--- src/design/upgrade_pkg.sv ---
package upgrade_pkg;

  // Bus and field widths
  localparam int ADDR_W = 4;
  localparam int DATA_W = 32;
  localparam int BOOT_W = 24;
  localparam int WD_W = 12;
  localparam int WD_CNT_W = 29;
  localparam int CAUSE_W = 4;
  localparam int SYNC_W = 12;

  // Register offsets, one word each
  localparam logic [3:0] OFF_UPD_ADDR = 4'h0;
  localparam logic [3:0] OFF_UPD_WD = 4'h1;
  localparam logic [3:0] OFF_CTL_ADDR = 4'h2;
  localparam logic [3:0] OFF_CTL_WD = 4'h3;
  localparam logic [3:0] OFF_STATUS = 4'h4;
  localparam logic [3:0] OFF_MASK = 4'h5;
  localparam logic [3:0] OFF_COMMAND = 4'h6;
  localparam logic [3:0] OFF_INFO = 4'h7;

  // Watchdog word layout: timeout in [11:0], enable at bit 12
  localparam int WD_EN_BIT = 12;
  // Low 17 bits appended under the 12-bit timeout
  localparam logic [16:0] WD_LOW_BITS = 17'h0_0008;

  // Command word bits
  localparam int CMD_RECONFIG_BIT = 0;
  localparam int CMD_WD_RESTART_BIT = 1;

  // Cause bits, shared by status and mask
  localparam int CAUSE_STATUS_LINE = 0;
  localparam int CAUSE_CRC = 1;
  localparam int CAUSE_WDOG = 2;
  localparam int CAUSE_CFG_RESET = 3;

  // Factory boot addresses after power-up
  localparam logic [23:0] SERIAL_FACTORY_ADDR = 24'h00_0000;
  localparam logic [23:0] PARALLEL_FACTORY_ADDR = 24'h01_0000;

  // Reset values of software registers
  localparam logic [23:0] UPD_ADDR_RESET = 24'h00_0000;
  localparam logic [12:0] UPD_WD_RESET = 13'h0000;
  localparam logic [3:0] MASK_RESET = 4'h0;

  // Scheme select pin codes
  localparam logic [3:0] SCHEME_SERIAL_CODE = 4'h2;
  localparam logic [3:0] SCHEME_PARALLEL_CODE = 4'h6;

  // Bit positions in the synchronised pin bundle
  localparam int PIN_STATUS_N = 0;
  localparam int PIN_REQUEST_N = 1;
  localparam int PIN_CRC = 2;
  localparam int PIN_LOAD_DONE = 3;
  localparam int PIN_OVR_CMD = 4;
  localparam int PIN_REMOTE_EN = 5;
  localparam int PIN_CHAIN = 6;
  localparam int PIN_SECURE = 7;
  localparam int PIN_SCHEME_LSB = 8;
  // Pin levels held while in reset (active-low lines idle high)
  localparam logic [11:0] PIN_RESET = 12'h003;

  typedef enum logic [1:0] {
    SCHEME_NONE,
    SCHEME_SERIAL,
    SCHEME_PARALLEL
  } scheme_t;

  typedef enum {
    ST_START,
    ST_COPY,
    ST_LOAD,
    ST_USER
  } seq_state_t;

  // One decode for standard and remote update mode alike
  function automatic scheme_t decode_scheme(input logic [3:0] pins);
    scheme_t s;
    s = SCHEME_NONE;
    if (pins == SCHEME_SERIAL_CODE) begin
      s = SCHEME_SERIAL;
    end else if (pins == SCHEME_PARALLEL_CODE) begin
      s = SCHEME_PARALLEL;
    end
    return s;
  endfunction

endpackage

--- src/design/pin_sync_if.sv ---
`timescale 1ns/100ps
// Raw pin bundle in, filtered bundle out
interface pin_sync_if #(parameter int W = 12);
  logic [W-1:0] raw; // Straight from the pins
  logic [W-1:0] clean; // After three flops and agreement
  modport filt (input raw, output clean);
  modport user (output raw, input clean);
endinterface

--- src/design/remote_image_upgrade_sequencer.sv ---
// The address map and the strobed register port were chosen for this implementation.
`timescale 1ns/100ps
module remote_image_upgrade_sequencer
  import upgrade_pkg::*;
(
  // Clock and reset
  input wire logic clk_sys,
  input wire logic resetn,
  // Register port
  input wire logic [ADDR_W-1:0] reg_addr,
  input wire logic [DATA_W-1:0] reg_wdata,
  input wire logic reg_wr,
  input wire logic reg_rd,
  output logic [DATA_W-1:0] reg_rdata,
  // Configuration pins
  input wire logic config_status_line_n,
  input wire logic config_request_n,
  input wire logic [3:0] scheme_select_pins,
  input wire logic remote_mode_enable,
  input wire logic chain_member,
  input wire logic security_variant,
  // Test-port address override
  input wire logic factory_address_override_cmd,
  input wire logic [BOOT_W-1:0] override_address,
  // Image fetch engine
  input wire logic image_crc_error,
  input wire logic image_load_done,
  output logic load_request,
  output logic [BOOT_W-1:0] load_address,
  output logic load_word_units,
  // Mode and interrupt
  output logic user_mode,
  output logic factory_image,
  output logic remote_active,
  output logic irq
);

  // Pin filtering
  pin_sync_if #(.W(SYNC_W)) pin_bus ();
  assign pin_bus.raw = {scheme_select_pins, security_variant,
                        chain_member, remote_mode_enable,
                        factory_address_override_cmd, image_load_done,
                        image_crc_error, config_request_n,
                        config_status_line_n};

  pin_filter #(.W(SYNC_W), .INIT(PIN_RESET)) u_filter (
    .clk_sys(clk_sys),
    .resetn(resetn),
    .pins(pin_bus.filt)
  );

  // Filtered pin views
  logic [SYNC_W-1:0] pin; // Whole clean bundle
  logic status_low; // Status line pulled low
  logic request_low; // Pin configuration reset
  logic crc_err; // Fetch engine CRC error
  logic load_done; // Fetch engine done
  logic ovr_cmd; // Override command level
  logic ovr_cmd_q; // For its rising edge
  scheme_t scheme; // Decoded boot scheme
  assign pin = pin_bus.clean;
  assign status_low = !pin[PIN_STATUS_N];
  assign request_low = !pin[PIN_REQUEST_N];
  assign crc_err = pin[PIN_CRC];
  assign load_done = pin[PIN_LOAD_DONE];
  assign ovr_cmd = pin[PIN_OVR_CMD];
  assign scheme = decode_scheme(pin[PIN_SCHEME_LSB +: 4]);

  // Remote update allowed in this setup
  logic next_remote;
  always_comb begin
    next_remote = pin[PIN_REMOTE_EN];
    if (pin[PIN_CHAIN]) begin
      next_remote = 1'b0;
    end
    if (scheme == SCHEME_NONE) begin
      next_remote = 1'b0;
    end
    if (pin[PIN_SECURE] && scheme == SCHEME_PARALLEL) begin
      next_remote = 1'b0;
    end
  end

  // Registered so the output is a flop
  always_ff @(posedge clk_sys or negedge resetn) begin
    if (!resetn) begin
      remote_active <= 1'b0;
    end else begin
      remote_active <= next_remote;
    end
  end

  // Register access decode
  logic wr_upd_addr; // Update address write
  logic wr_upd_wd; // Update watchdog write
  logic wr_mask; // Mask write
  logic wr_cmd; // Command write
  logic rd_status; // Status read, clears it
  logic upd_allowed; // Factory image in remote mode
  assign upd_allowed = remote_active && factory_image;
  assign wr_upd_addr = reg_wr && reg_addr == OFF_UPD_ADDR && upd_allowed;
  assign wr_upd_wd = reg_wr && reg_addr == OFF_UPD_WD && upd_allowed;
  assign wr_mask = reg_wr && reg_addr == OFF_MASK;
  assign wr_cmd = reg_wr && reg_addr == OFF_COMMAND;
  assign rd_status = reg_rd && reg_addr == OFF_STATUS;

  // Command strobes
  logic cmd_reconfig; // Core-side reconfiguration trigger
  logic cmd_wd_restart; // Watchdog restart
  assign cmd_reconfig = wr_cmd && reg_wdata[CMD_RECONFIG_BIT];
  assign cmd_wd_restart = wr_cmd && reg_wdata[CMD_WD_RESTART_BIT];

  // Update register, written by the factory image only
  logic [BOOT_W-1:0] upd_addr; // Next image address
  logic [12:0] upd_wd; // Next watchdog enable and timeout
  always_ff @(posedge clk_sys or negedge resetn) begin
    if (!resetn) begin
      upd_addr <= UPD_ADDR_RESET;
      upd_wd <= UPD_WD_RESET;
    end else begin
      // Any sector start is legal, so no alignment check
      if (wr_upd_addr) begin
        upd_addr <= reg_wdata[BOOT_W-1:0];
      end
      if (wr_upd_wd) begin
        upd_wd <= reg_wdata[12:0];
      end
    end
  end

  // Parallel factory address, replaceable by override
  logic [BOOT_W-1:0] par_factory;
  always_ff @(posedge clk_sys or negedge resetn) begin
    if (!resetn) begin
      par_factory <= PARALLEL_FACTORY_ADDR;
      ovr_cmd_q <= 1'b0;
    end else begin
      ovr_cmd_q <= ovr_cmd;
      // Address pins must be stable around the command edge
      if (ovr_cmd && !ovr_cmd_q && scheme == SCHEME_PARALLEL) begin
        par_factory <= override_address;
      end
    end
  end

  // Factory address of the active scheme
  logic [BOOT_W-1:0] factory_addr;
  assign factory_addr = (scheme == SCHEME_PARALLEL) ?
                        par_factory : SERIAL_FACTORY_ADDR;

  // Watchdog counter, running in user mode on an application
  logic [WD_CNT_W-1:0] wd_count; // Elapsed cycles
  logic [BOOT_W-1:0] ctl_addr; // Active control address
  logic [12:0] ctl_wd; // Active watchdog settings
  logic [WD_CNT_W-1:0] wd_limit; // Timeout in cycles
  logic wd_running; // Watchdog armed
  logic wd_timeout; // Limit reached
  assign wd_limit = {ctl_wd[WD_W-1:0], WD_LOW_BITS};
  assign wd_running = remote_active && user_mode && !factory_image &&
                      ctl_wd[WD_EN_BIT];
  assign wd_timeout = wd_running && wd_count >= wd_limit;

  always_ff @(posedge clk_sys or negedge resetn) begin
    if (!resetn) begin
      wd_count <= '0;
    end else if (!wd_running || cmd_wd_restart) begin
      // Restart keeps a healthy image alive
      wd_count <= '0;
    end else if (!wd_timeout) begin
      wd_count <= wd_count + 1'b1;
    end
  end

  // Sequencer state
  seq_state_t state;
  logic in_load; // Fetch under way
  logic in_user; // Image running
  assign in_load = state == ST_LOAD;
  assign in_user = state == ST_USER;

  // Causes seen this cycle
  logic [CAUSE_W-1:0] cause;
  always_comb begin
    cause = '0;
    if (in_load || in_user) begin
      cause[CAUSE_STATUS_LINE] = status_low;
      cause[CAUSE_CRC] = crc_err && in_load;
      cause[CAUSE_WDOG] = wd_timeout;
      // A core trigger from an application image counts as a configuration reset
      cause[CAUSE_CFG_RESET] = request_low ||
                               (cmd_reconfig && !factory_image);
    end
  end

  // Factory triggers go to the image it chose
  logic go_app;
  assign go_app = in_user && factory_image && cmd_reconfig &&
                  remote_active && cause == '0;

  // Main sequence
  always_ff @(posedge clk_sys or negedge resetn) begin
    if (!resetn) begin
      state <= ST_START;
      ctl_addr <= SERIAL_FACTORY_ADDR;
      ctl_wd <= UPD_WD_RESET;
      factory_image <= 1'b1;
      user_mode <= 1'b0;
      load_request <= 1'b0;
    end else begin
      case (state)
        ST_START: begin
          // Hold off while the pin reset is asserted
          user_mode <= 1'b0;
          load_request <= 1'b0;
          ctl_addr <= factory_addr;
          ctl_wd <= UPD_WD_RESET;
          factory_image <= 1'b1;
          if (!request_low) begin
            state <= ST_LOAD;
          end
        end
        ST_COPY: begin
          ctl_addr <= upd_addr;
          ctl_wd <= upd_wd;
          factory_image <= 1'b0;
          state <= ST_LOAD;
        end
        ST_LOAD: begin
          load_request <= 1'b1;
          if (cause != '0) begin
            load_request <= 1'b0;
            state <= ST_START;
          end else if (load_done) begin
            load_request <= 1'b0;
            user_mode <= 1'b1;
            state <= ST_USER;
          end
        end
        ST_USER: begin
          if (cause != '0) begin
            user_mode <= 1'b0;
            state <= ST_START;
          end else if (go_app) begin
            user_mode <= 1'b0;
            state <= ST_COPY;
          end
        end
        default: begin
          state <= ST_START;
        end
      endcase
    end
  end

  // Fetch address output, in words on the parallel scheme
  always_ff @(posedge clk_sys or negedge resetn) begin
    if (!resetn) begin
      load_address <= SERIAL_FACTORY_ADDR;
      load_word_units <= 1'b0;
    end else begin
      load_address <= ctl_addr;
      load_word_units <= scheme == SCHEME_PARALLEL;
    end
  end

  // Status: sticky causes, a read clears, a new cause wins
  logic [CAUSE_W-1:0] status;
  logic [CAUSE_W-1:0] mask;
  logic [CAUSE_W-1:0] rec_cause; // Only recorded in remote mode
  assign rec_cause = remote_active ? cause : '0;
  always_ff @(posedge clk_sys or negedge resetn) begin
    if (!resetn) begin
      status <= '0;
    end else if (rd_status) begin
      status <= rec_cause;
    end else begin
      status <= status | rec_cause;
    end
  end

  // Interrupt mask
  always_ff @(posedge clk_sys or negedge resetn) begin
    if (!resetn) begin
      mask <= MASK_RESET;
    end else if (wr_mask) begin
      mask <= reg_wdata[CAUSE_W-1:0];
    end
  end

  // Level interrupt, one cycle behind the status
  always_ff @(posedge clk_sys or negedge resetn) begin
    if (!resetn) begin
      irq <= 1'b0;
    end else begin
      irq <= |(status & mask);
    end
  end

  // Read data in the cycle after the strobe, zero elsewhere
  logic [DATA_W-1:0] next_rdata;
  always_comb begin
    next_rdata = '0;
    if (reg_rd) begin
      case (reg_addr)
        OFF_UPD_ADDR: next_rdata[BOOT_W-1:0] = upd_addr;
        OFF_UPD_WD: next_rdata[12:0] = upd_wd;
        OFF_CTL_ADDR: next_rdata[BOOT_W-1:0] = ctl_addr;
        OFF_CTL_WD: next_rdata[12:0] = ctl_wd;
        OFF_STATUS: next_rdata[CAUSE_W-1:0] = status;
        OFF_MASK: next_rdata[CAUSE_W-1:0] = mask;
        OFF_INFO: begin
          next_rdata[0] = factory_image;
          next_rdata[1] = user_mode;
          next_rdata[2] = remote_active;
          next_rdata[4:3] = scheme;
        end
        default: next_rdata = '0;
      endcase
    end
  end

  always_ff @(posedge clk_sys or negedge resetn) begin
    if (!resetn) begin
      reg_rdata <= '0;
    end else begin
      reg_rdata <= next_rdata;
    end
  end

endmodule

--- src/design/pin_filter.sv ---
`timescale 1ns/100ps
module pin_filter
  import upgrade_pkg::*;
#(
  parameter int W = 12,
  parameter logic [W-1:0] INIT = '0
) (
  // Clock and reset
  input wire logic clk_sys,
  input wire logic resetn,
  // Pin bundle
  pin_sync_if.filt pins
);

  logic [W-1:0] stage1; // Metastable catch, read only by stage2
  logic [W-1:0] stage2; // Second flop
  logic [W-1:0] stage3; // Third flop
  logic [W-1:0] held; // Accepted level

  // Three-flop chain
  always_ff @(posedge clk_sys or negedge resetn) begin
    if (!resetn) begin
      stage1 <= INIT;
      stage2 <= INIT;
      stage3 <= INIT;
    end else begin
      stage1 <= pins.raw;
      stage2 <= stage1;
      stage3 <= stage2;
    end
  end

  // A bit changes only once stage2 and stage3 agree
  genvar i;
  generate
    for (i = 0; i < W; i++) begin : g_bit
      always_ff @(posedge clk_sys or negedge resetn) begin
        if (!resetn) begin
          held[i] <= INIT[i];
        end else if (stage2[i] == stage3[i]) begin
          held[i] <= stage3[i];
        end
      end
    end
  endgenerate

  assign pins.clean = held;

endmodule

--- config.mk ---
export PLATFORM = sky130hd
export DESIGN_NAME = remote_image_upgrade_sequencer
export DESIGN_NICKNAME = d
export VERILOG_FILES = /design/src/design/upgrade_pkg.sv /design/src/design/pin_sync_if.sv /design/src/design/remote_image_upgrade_sequencer.sv /design/src/design/pin_filter.sv
export SDC_FILE = /design/constraint.sdc
export NUM_CORES = 1
export LEC_CHECK = 0
export ABC_AREA = 1
export BUFFER_PORTS_ARGS = -buffer_cell sky130_fd_sc_hd__buf_2
export CAP_MARGIN = 5
export CORE_MARGIN = 4
export CORE_UTILIZATION = 35
export CTS_CLUSTER_SIZE = 25
export DETAILED_ROUTE_END_ITERATION = 10
export HOLD_SLACK_MARGIN = 0.08
export PLACE_DENSITY = 0.59
export SLEW_MARGIN = 20
export SYNTH_ARGS = -nofsm -noshare
export SYNTH_HDL_FRONTEND = slang
export SYNTH_SLANG_ARGS = --single-unit
export TNS_END_PERCENT = 50
--- constraint.sdc ---
create_clock -name clk_sys -period 2.1 [get_ports clk_sys]
set_input_delay 0.42 -clock clk_sys [delete_from_list [all_inputs] [get_ports clk_sys]]
set_output_delay 0.42 -clock clk_sys [all_outputs]
set_load 0.005 [all_outputs]
==> out/summary.txt <==
CP required -> 2520 ps
F_max -> 0.511 GHz
CTS tree -> done
Final setup skew -> 23.7 ps
Drt wl/cell -> 15.7 µm
IO Pins -> 138
EDFF count, synth -> 0
Number of global-route vias before repair -> 7553
Tcrit/Tclk final -> 93.1%
CTS max path bufs -> 3
GRT Overall Usage -> 15.8%
Yosys warnings -> 0
Setup WS pre-CTS -> 99.7 ps
Detailed placement HPWL -> 17900 µm
Port Buf Inserts -> 121
Status -> complete, no violations
Final ANT Viol Nets -> 0
Total gr overflow -> 0
Clock sinks -> 240
Synth Area per Inst -> 9.64 µm²
Power per standard cell area -> 948 nW/µm²
Synth-to-Final Area Change -> 23.8%
Die H -> 178 µm
Slew @ Worst Pin -> 579 ps
Share of the synthesized area in the top cell type -> 57.0%
Post-synth cell types -> 38
Post-synthesis sequential area ratio -> 59.6%
Number of inserted diodes -> 0
# Post-CTS Setup Buffers -> 0
GP Congestion -> 0.884
Initial drt markers -> 517
Final #Nets -> 1301
Leading area contributor after synthesis -> dfrtp_1
First-pass DRT Iterations -> 5
Crit path DAT -> 2370 ps
Max Cap Violations -> 0
FP Rows -> 61
Period minus WS final -> 1960 ps
Tightest Hold Check Type -> in -> reg
Worst-case vdd ir drop -> 754 µV
Synth Instances -> 1048
Initial antenna violation count -> 0
Count leader, synth -> nand2_1
Fin Setup TNS -> 0 ps
Remaining DRCs -> 0
Largest net degree at the start of global routing -> 71
Final hold vios -> 0
Vias -> 7673
Slew margin rel. -> 61.4%
Synthesis-stage register bit count -> 240
Top_reg_cell synth -> dfrtp_1
Crit path launch type -> flip-flop
Final setup viols -> 0
DIE AREA -> 31700 µm²
Die width -> 178 µm
Proportion of layout cells with a drive suffix above 1 -> 21.4%
Ys async rst share -> 100%
Final worst setup slack -> 145 ps
Initial Util -> 35.9%
Crit path kind -> reg -> reg
CP max FO -> 10
Clk_lat worst skew -> 550 ps
Top post-synthesis cells by area -> dfrtp_1 (57%), nand2_1 (9.0%), inv_1 (4.6%)
Reg clk slew, reported paths -> 60 ps
Netlist Area Pre-Place -> 10100 µm²
Max-slew violations -> 0
CP Capture Type -> flip-flop
First-pass GRT wire length -> 40100 µm
Via-per-instance ratio -> 4.77
Core Region -> 28200 µm²
Routed wire length -> 25300 µm
Root Buffer -> clkbuf_16
Inserted Clock Buffers -> 26
Leak -> 0.00603 µW
H-Tree Depth -> 1
Commonest cells post-synth -> nand2_1 (243), dfrtp_1 (230), inv_1 (124), nor2_1 (82), o21ai_0 (64)
## area by class of cell
cell class	count	area, µm²
Fill cell	2675	15700
Sequential cell	240	6020
Multi-Input combinational cell	646	3480
Timing Repair Buffer	170	1090
Clock buffer	31	689
Inverter	127	482
Tap cell	378	473
Clock inverter	17	273
## critical path, stage by stage (launching register included)
cell     delay [ps]
dfrtp_1         400
ha_1            330
nand2_2         100
inv_1            40
nand2_1          50
nand2_1          70
a21oi_2         120
nand3_2         120
buf_4           170
buf_4           180
o31ai_2         180
nor2_1           70
## where the power goes
| part | total (µW) | internal, µW | switching [µW] |
|---|---|---|---|
| Clock | 5030 | 3110 | 1920 |
| Combinational | 1460 | 538 | 920 |
| Sequential | 5360 | 5100 | 259 |
## final timing paths
check	start	to	slack [ps]	cells after the start
setup / recovery	wd_count[28]$_DFFE_PN0P_	wd_count[3]$_DFFE_PN0P_	140	11
hold / removal	reg_wdata[17]	upd_addr[17]$_DFFE_PN0P_	100	2
setup reg to reg	wd_count[28]$_DFFE_PN0P_	wd_count[3]$_DFFE_PN0P_	140	11
hold reg to reg	u_filter.stage1[8]$_DFF_PN0_	u_filter.stage2[8]$_DFF_PN0_	340	0
max in group asynchronous	resetn	reg_rdata[9]$_DFF_PN0_	1010	3
min in group asynchronous	resetn	upd_addr[17]$_DFFE_PN0P_	370	2
## cells by family (layout without fill, tap and decap cells)
family	after synthesis	in the layout	share of synthesized area [%]
other	1	8	0.0371
and+or+nand+nor	419	419	17.1
xor gates and xnor gates	14	14	1.21
DFF	240	240	59.6
adders and majority gates	26	26	2.92
buffers and inverters	169	345	6.85
AOI/OAI and AO/OA	156	156	9.57
muxes	23	23	2.75
## state kept, by name, summed over array words and instances, names as in the netlist, 13 cells and up
| register | count |
|---|---|
| par_factory | 24 |
| wd_count | 29 |
| load_address | 24 |
| reg_rdata | 24 |
| upd_wd | 13 |
| upd_addr | 24 |
| ctl_addr | 24 |
| ctl_wd | 13 |
## per-stage QoR
stage                     utilization (%)  total power (µW)  area, µm²  std cells  hold WS (ps)
after detailed placement             40.2              6880      11300       1547           336
after global routing                 44.4             12400      12500       1609          94.8
final                                44.4             11900      12500       1609           104
after global placement               40.2              6860      11300       1547           331
after floorplan                         -              6210      10100       1055           124
after CTS                            44.1             12000      12400       1609          84.3
## per-layer routing
metal,routed length [µm],global-route usage (%)
met1,11600,22.5
met2,11800,25.1
met3,1290,2.81
met4,611,4.22
met5,0,0
## cells in the final DEF (no fill, tap or decap), types with 8 or more instances in the layout
cell type / synthesis / layout
clkbuf_16: 0 / 26
buf_2: 3 / 120
inv_1: 124 / 123
o21ai_0: 64 / 63
a21oi_1: 26 / 25
o22ai_1: 20 / 20
nand3_1: 51 / 50
nand2_1: 243 / 239
a221oi_1: 9 / 9
dfrtp_1: 230 / 230
conb_1: 1 / 8
nor3_1: 24 / 24
nand4_1: 13 / 13
ha_1: 14 / 13
dfstp_2: 10 / 10
dlygate4sd3_1: 0 / 14
a21oi_2: 11 / 12
buf_4: 8 / 29
xor2_1: 14 / 14
maj3_1: 12 / 12
nor2_1: 82 / 79
mux2_2: 18 / 18
o311ai_0: 13 / 13
## timing repair
item	CTS	global route
resized for setup	0	21
hold buffers	14	0
setup endpoints to repair	0	31
endpoints found under the hold margin	57	0
(Power assumes the default switching activity.)
